--- config.mk ---
export PLATFORM = sky130hd
export DESIGN_NAME = csc_driver_ctrl
export DESIGN_NICKNAME = d
export VERILOG_FILES = /design/src/csc_pkg.sv /design/src/csc_driver_ctrl.sv /design/src/csc_sat_counter.sv
export SDC_FILE = /design/constraint.sdc
export NUM_CORES = 1
export LEC_CHECK = 0
export BUFFER_PORTS_ARGS = -buffer_cell sky130_fd_sc_hd__buf_4
export CORE_MARGIN = 3
export CORE_UTILIZATION = 50
export DETAILED_ROUTE_END_ITERATION = 8
export PLACE_DENSITY = 0.86
export SYNTH_ARGS = -nofsm -noshare
export SYNTH_HDL_FRONTEND = slang
export SYNTH_SLANG_ARGS = --single-unit
--- constraint.sdc ---
create_clock -name i_sys_clk -period 3.8 [get_ports i_sys_clk]
set_input_delay 0.57 -clock i_sys_clk [delete_from_list [all_inputs] [get_ports i_sys_clk]]
set_output_delay 0.57 -clock i_sys_clk [all_outputs]
set_load 0.02 [all_outputs]
--- src/csc_pkg.sv ---
// Functional notes
// - Standstill option 3 turns on all high-side switches so both coils are shorted as a brake.
// - Standstill_option leaves every switch open so the rotor turns freely, and both short options brake.
// - The scale correction is read-only, reaches magnitude 255, and is frozen when voltage mode is off.
// - While tuning runs, the regulator walks the scale correction toward zero.
// - Tuned gradient and offset are read-only values held within 0 to 255.
// - Off-time value 0 disables the bridge, and any nonzero value changes nothing else.
// - Blank time selects 16, 24, 36 or 54 clocks of comparator masking after each switch event.
// - The standstill option acts only at zero hold current with voltage mode on; 2 shorts via low sides.
package csc_pkg;

    localparam int unsigned CSC_NUM_LEGS = 4;
    localparam int unsigned CSC_BLANK_W = 6;
    localparam int unsigned CSC_TUNE_W = 8;
    localparam int unsigned CSC_SCALE_W = 9;

    // Blank periods in clock cycles for settings 0 to 3.
    localparam logic [5:0] CSC_BLANK_CYC_0 = 6'h10;
    localparam logic [5:0] CSC_BLANK_CYC_1 = 6'h18;
    localparam logic [5:0] CSC_BLANK_CYC_2 = 6'h24;
    localparam logic [5:0] CSC_BLANK_CYC_3 = 6'h36;

    localparam logic [8:0] CSC_SCALE_MAX = 9'h0ff;
    localparam logic [8:0] CSC_SCALE_MIN = 9'h101;
    localparam logic [8:0] CSC_SCALE_RST = 9'h000;
    localparam logic [7:0] CSC_TUNE_RST = 8'h00;
    localparam logic [7:0] CSC_TUNE_MAX = 8'hff;
    localparam logic [3:0] CSC_OFF_TIME_DIS = 4'h0;

    typedef enum logic [1:0] {
        CSC_SS_NORMAL,
        CSC_SS_STANDSTILL_OPTION,
        CSC_SS_SHORT_LS,
        CSC_SS_SHORT_HS
    } csc_standstill_type;

    // Configuration written by software.
    typedef struct packed {
        csc_standstill_type standstill_option;
        logic [3:0] off_time_enable;
        logic [1:0] blank_time_select;
    } csc_cfg_type;

    // Gate commands for legs A1, A2, B1, B2.
    typedef struct packed {
        logic [3:0] hs;
        logic [3:0] ls;
    } csc_bridge_type;

    // Read-only tuning results.
    typedef struct packed {
        logic [8:0] scale_correction;
        logic [7:0] tuned_gradient;
        logic [7:0] tuned_offset;
    } csc_tune_type;

endpackage

--- src/csc_driver_ctrl.sv ---
`timescale 1ns/10ps
module csc_driver_ctrl (
    // Clock and reset
    input wire logic i_sys_clk,
    input wire logic i_rstn,
    // Software configuration
    input wire csc_pkg::csc_cfg_type i_cfg,
    // Operating state
    input wire logic i_hold_current_zero,
    input wire logic i_vmode_en,
    input wire logic i_standstill,
    // Chopper leg commands: on and polarity (1 high side, 0 low side)
    input wire logic [3:0] i_leg_on,
    input wire logic [3:0] i_leg_level,
    // Current regulation inputs
    input wire logic i_comparator,
    input wire logic i_reg_tick,
    input wire logic i_current_low,
    input wire logic i_tuning,
    input wire logic i_tune_gradient,
    // Bridge gate outputs
    output csc_pkg::csc_bridge_type o_bridge,
    // Comparator after blanking
    output logic o_comp_valid,
    output logic o_blanking,
    // Status readback
    output csc_pkg::csc_tune_type o_tune,
    output logic o_driver_enabled
);
    import csc_pkg::*;

    csc_bridge_type bridge_r;
    csc_bridge_type bridge_nxt;
    csc_bridge_type normal_drive;
    wire [CSC_NUM_LEGS-1:0] normal_hs;
    wire [CSC_NUM_LEGS-1:0] normal_ls;
    logic [CSC_BLANK_W-1:0] blank_cnt_r;
    logic [CSC_BLANK_W-1:0] blank_cnt_nxt;
    logic [CSC_BLANK_W-1:0] blank_load;
    logic [CSC_SCALE_W-1:0] scale_r;
    logic [CSC_SCALE_W-1:0] scale_nxt;
    logic comp_r;
    logic [CSC_TUNE_W-1:0] grad_val;
    logic [CSC_TUNE_W-1:0] ofs_val;

    // Driver enable from the off-time field; nonzero values have no other effect.
    wire driver_en = (i_cfg.off_time_enable != CSC_OFF_TIME_DIS);

    // Standstill option only matters at zero hold current in voltage mode.
    wire ss_active = i_standstill && i_hold_current_zero && i_vmode_en;

    // A leg drives either its high or low switch, never both, so no leg can shoot through.
    for (genvar leg = 0; leg < CSC_NUM_LEGS; leg++) begin : g_leg
        assign normal_hs[leg] = i_leg_on[leg] && i_leg_level[leg];
        assign normal_ls[leg] = i_leg_on[leg] && !i_leg_level[leg];
    end
    assign normal_drive = {normal_hs, normal_ls};

    always_comb begin
        bridge_nxt = '0;
        if (!driver_en) begin
            bridge_nxt = '0;
        end else if (!ss_active) begin
            bridge_nxt = normal_drive;
        end else begin
            unique case (i_cfg.standstill_option)
                CSC_SS_NORMAL: begin
                    bridge_nxt = normal_drive;
                end
                CSC_SS_STANDSTILL_OPTION: begin
                    bridge_nxt = '0;
                end
                CSC_SS_SHORT_LS: begin
                    bridge_nxt.ls = '1;
                end
                CSC_SS_SHORT_HS: begin
                    bridge_nxt.hs = '1;
                end
            endcase
        end
    end

    always_ff @(posedge i_sys_clk or negedge i_rstn) begin
        if (!i_rstn) begin
            bridge_r <= '0;
        end else begin
            bridge_r <= bridge_nxt;
        end
    end

    assign o_bridge = bridge_r;
    assign o_driver_enabled = driver_en;

    // Blank period per setting, counted in clock periods.
    wire blank_sel_0 = (i_cfg.blank_time_select == 2'h0);
    wire blank_sel_1 = (i_cfg.blank_time_select == 2'h1);
    wire blank_sel_2 = (i_cfg.blank_time_select == 2'h2);
    assign blank_load = blank_sel_0 ? CSC_BLANK_CYC_0 :
                        blank_sel_1 ? CSC_BLANK_CYC_1 :
                        blank_sel_2 ? CSC_BLANK_CYC_2 :
                        CSC_BLANK_CYC_3;

    // A change of any gate is a switching event; ringing follows it.
    wire switch_event = (bridge_nxt != bridge_r);
    wire blank_busy = (blank_cnt_r != 6'h00);

    // Restarting on each event keeps the mask over back-to-back switching.
    assign blank_cnt_nxt = switch_event ? blank_load :
                           blank_busy ? blank_cnt_r - 6'h01 : 6'h00;

    always_ff @(posedge i_sys_clk or negedge i_rstn) begin
        if (!i_rstn) begin
            blank_cnt_r <= 6'h00;
            comp_r <= 1'b0;
        end else begin
            blank_cnt_r <= blank_cnt_nxt;
            comp_r <= i_comparator && !blank_busy && !switch_event;
        end
    end

    assign o_comp_valid = comp_r;
    assign o_blanking = blank_busy;

    // Scale correction is a signed value limited to plus or minus 255.
    wire scale_pos = !scale_r[8] && (scale_r != CSC_SCALE_RST);
    wire scale_neg = scale_r[8];
    wire scale_at_max = (scale_r == CSC_SCALE_MAX);
    wire scale_at_min = (scale_r == CSC_SCALE_MIN);
    wire reg_step = i_reg_tick && i_vmode_en;
    wire tune_step = reg_step && i_tuning;

    always_comb begin
        scale_nxt = scale_r;
        if (!reg_step) begin
            scale_nxt = scale_r;
        end else if (i_tuning) begin
            // Tuned parameters absorb the error so the correction can settle.
            if (scale_pos) begin
                scale_nxt = scale_r - 9'h001;
            end else if (scale_neg) begin
                scale_nxt = scale_r + 9'h001;
            end
        end else if (i_current_low && !scale_at_max) begin
            scale_nxt = scale_r + 9'h001;
        end else if (!i_current_low && !scale_at_min) begin
            scale_nxt = scale_r - 9'h001;
        end
    end

    always_ff @(posedge i_sys_clk or negedge i_rstn) begin
        if (!i_rstn) begin
            scale_r <= CSC_SCALE_RST;
        end else begin
            scale_r <= scale_nxt;
        end
    end

    // Only the selected tuned value moves; the other keeps its last result.
    wire grad_up = tune_step && i_tune_gradient && i_current_low;
    wire grad_down = tune_step && i_tune_gradient && !i_current_low;
    wire ofs_up = tune_step && !i_tune_gradient && i_current_low;
    wire ofs_down = tune_step && !i_tune_gradient && !i_current_low;

    // Saturating counters keep tuned values within 0 to 255.
    csc_sat_counter #(
        .WIDTH(CSC_TUNE_W)
    ) u_grad (
        .i_sys_clk(i_sys_clk),
        .i_rstn(i_rstn),
        .i_up(grad_up),
        .i_down(grad_down),
        .o_value(grad_val)
    );

    csc_sat_counter #(
        .WIDTH(CSC_TUNE_W)
    ) u_ofs (
        .i_sys_clk(i_sys_clk),
        .i_rstn(i_rstn),
        .i_up(ofs_up),
        .i_down(ofs_down),
        .o_value(ofs_val)
    );

    assign o_tune.scale_correction = scale_r;
    assign o_tune.tuned_gradient = grad_val;
    assign o_tune.tuned_offset = ofs_val;
endmodule

--- src/csc_sat_counter.sv ---
`timescale 1ns/10ps
// Saturating up/down counter used for tuned values.
module csc_sat_counter #(
    parameter int unsigned WIDTH = 8
) (
    // Clock and reset
    input wire logic i_sys_clk,
    input wire logic i_rstn,
    // Control
    input wire logic i_up,
    input wire logic i_down,
    // Value
    output logic [WIDTH-1:0] o_value
);
    logic [WIDTH-1:0] value_r;
    logic [WIDTH-1:0] value_nxt;
    wire at_max = &value_r;
    wire at_min = ~|value_r;

    // Saturation keeps the value inside the full unsigned range.
    assign value_nxt = (i_up && !i_down && !at_max) ? value_r + 1'b1 :
                       (i_down && !i_up && !at_min) ? value_r - 1'b1 : value_r;

    always_ff @(posedge i_sys_clk or negedge i_rstn) begin
        if (!i_rstn) begin
            value_r <= '0;
        end else begin
            value_r <= value_nxt;
        end
    end

    assign o_value = value_r;
endmodule

==> impl_metrics.ini <==
[power]
power.leakage_uw = 0.00166
switchingPower_uw = 1040
ir_drop_v = 0.000402
switching_share = 0.449
p_comb_frac = 0.527
p_per_area_nw_per_um2 = 645
intPower_uw = 1280
pwr-share-seq = 0.346
p_clk_frac = 0.126

[floorplan]
die_h_um = 83.0
core.rowCount = 27
io_pins = 62
initial_utilization = 0.526
die_w_um = 83.0
die_area_um2 = 6900
coreArea_um2 = 5640

[placement]
portBuffers = 61
hpwl_mm = 5.29
dpl_worst_slack_ns = 0.504
routabilityCongestion = 0.916
dp_cells = 463

[timing]
worst_pin_slew_ns = 0.754
min_period_over_period = 0.845
hold_viol_final = 0
fmax_ghz = 0.311
finClkSkew_ns = 0.00911
relSlewSlack = 0.495
worst_slack_ns = 0.588
setup_viol = 0
post-route-min-period_ns = 3.21
grt_setup_unrepaired = false
finalSetupTns_ns = 0
drv_slew = 0

[clock_tree]
cts_root_buf = clkbuf_8
cts_setup_buffers = 0
cts_buffers = 5
cts_tree = yes
clkTransAtPathRegs_ns = 0.08
cts-hold-fix-buffers = 0
cts.repair.resized = 0
cts.sinks = 40
htree_num_levels = 2
clk_latency_ns = 0.30
clock_path_buffers = 2

[grt]
first_global_vias = 2581
met1_usage = 0.258
grt_overflow_total = 0
grt.met2_usage = 0.347
gr-usage-met3 = 0.0595
grt_pass1_wl_mm = 11.9
grt_busiest_layer = met2
grt_max_degree = 41
grt_usage = 0.206
antenna_found_initial = 0

[setup_path]
crit_path_start_kind = flop
crit_slowest_cell = o211ai_1
r2r_cells = 10
rrSetupSlack_ns = 0.59
critPathMaxFanout = 9
crit_type = flop to flop
slowest_delay_ns = 0.63
worst_ep_required_time_ns = 4.02
reg2reg_from = u_ofs.o_value[0]
cp.arrival_ns = 3.43
timing.rr.end = u_ofs.o_value[7]
crit_path_end_kind = flop
path_cells = nand4_1 > o211ai_1 > ha_1 > a21o_1 > a21oi_1 > nor2b_1 > o21a_1 > o41ai_1 > mux2i_1 > xor2_1

[drt]
vias = 2750
drc = 0
drt_iter0_markers = 131
routed_wl_mm = 6.98
via_per_inst = 5.84
detail-route-antenna-nets = 0
firstDrtPassIters = 4
wl_per_cell_um = 14.8

[run]
cap_violations = 0

[layout]
nFillCells = 467
ff_latch_area_um2 = 1000
drive_above_1_share = 0.218
multiInputGateArea_um2 = 1890
instances_no_fill = 471
final_nets = 447
syn_to_final_growth_pct = 21.2
antennaDiodeCount = 0

[synth]
synth_edf_count = 0
synth.avg_cell_area_um2 = 8.89
syn_area_um2 = 2970
yosys_most_used_dff = dfrtp_1
ys_seq_elements = 40
async_flop_share = 1.00
synth_warnings = 0
ys_seq_area_frac = 0.337
synth_fp_nets = 383
synth_cells = 334
synth_cell_types = 56

[hold_path]
min_path_type = input port to async pin

[status]
status = completed
[final cells by class]
type,instances,area share
clock buffer,6,0.0230
clock inverter,2,0.00278
inverter,16,0.0167
multi-input combinational,273,0.525
sequential,40,0.278
tap,72,0.0250
timing repair buffer,62,0.129
[Yosys cell counts, types with 7 or more instances]
cell,instances,area share
xor2_1,11,0.032
inv_1,15,0.019
nor2_1,40,0.051
xnor2_1,11,0.032
ha_1,21,0.089
nand2_1,20,0.025
dfrtp_1,40,0.34
nand4_1,7,0.015
o21ai_0,14,0.024
and3_1,7,0.015
nor2b_1,7,0.015
a21oi_1,39,0.066
nor3_1,8,0.013
[metrics by stage]
stage	hold WS [ns]	area, um2	utilization	total power, uW
2_1_floorplan	0.274	2970	-	1580
6_report	0.241	3600	0.638	2320
3_3_place_gp	0.455	3500	0.621	1970
5_1_grt	0.273	3600	0.638	2490
3_5_place_dp	0.451	3500	0.621	2010
4_1_cts	0.256	3600	0.638	2320
[power by group through the flow]
| stage | Sequential (uW) | Combinational, uW | Clock [uW] |
|---|---|---|---|
| after floorplan | 903 | 680 | 0 |
| after global placement | 793 | 1180 | 0 |
| after detailed placement | 800 | 1210 | 0 |
| after CTS | 799 | 1220 | 301 |
| after global routing | 831 | 1340 | 317 |
| final | 803 | 1220 | 293 |
[worst max path at each step]
stage,cells past startpoint,startpoint,to,slack [ns]
floorplan,12,i_tuning,u_ofs.o_value[7],0.65
global placement,12,i_tuning,u_ofs.o_value[7],0.62
detailed placement,12,i_tuning,u_ofs.o_value[7],0.50
CTS,10,u_ofs.o_value[0],u_ofs.o_value[7],0.60
global route,10,u_ofs.o_value[0],u_ofs.o_value[7],0.31
finish,10,u_ofs.o_value[0],u_ofs.o_value[7],0.59
[placed cells by master, fill, tap and decap left out, drive strengths merged, types with 11 or more instances in the layout]
cell / n
xor2: 11
ha: 21
nand2: 20
inv: 16
dfrtp: 40
xnor2: 11
o21ai: 16
nor2: 40
buf: 62
a21oi: 40
[routing by layer]
metal / up-vias / wire length, um / part of all wire
met5: - / 0 / 0
met4: 0 / 96 / 0.014
met3: 14 / 467 / 0.067
met2: 99 / 3350 / 0.48
met1: 1295 / 3070 / 0.44
li1: 1342 / - / -
[flip-flops by register name, summed over array words and instances, names as in the netlist]
signal	count
o_comp_valid	1
o_bridge	8
u_grad.o_value	8
u_ofs.o_value	8
scale_r	9
blank_cnt_r	6
[critical path: cells and delay by family (launching register included)]
kind | cells | cell delay [ns]
muxes | 1 | 0.31
AOI/OAI and AO/OA | 5 | 1.55
adders and majority gates | 1 | 0.36
xor gates and xnor gates | 1 | 0.20
and+or+nand+nor | 2 | 0.21
DFF | 1 | 0.50
[kinds of logic after synthesis]
kind of cell               count (synthesis)  synth area share
adders and majority gates                 23             0.102
DFF                                       40             0.337
buffers and inverters                     21            0.0266
muxes                                     11            0.0434
and+or+nand+nor                          129             0.237
AOI/OAI and AO/OA                         88             0.188
xor gates and xnor gates                  22            0.0649
Note: power is estimated with default switching activity, not from simulation.
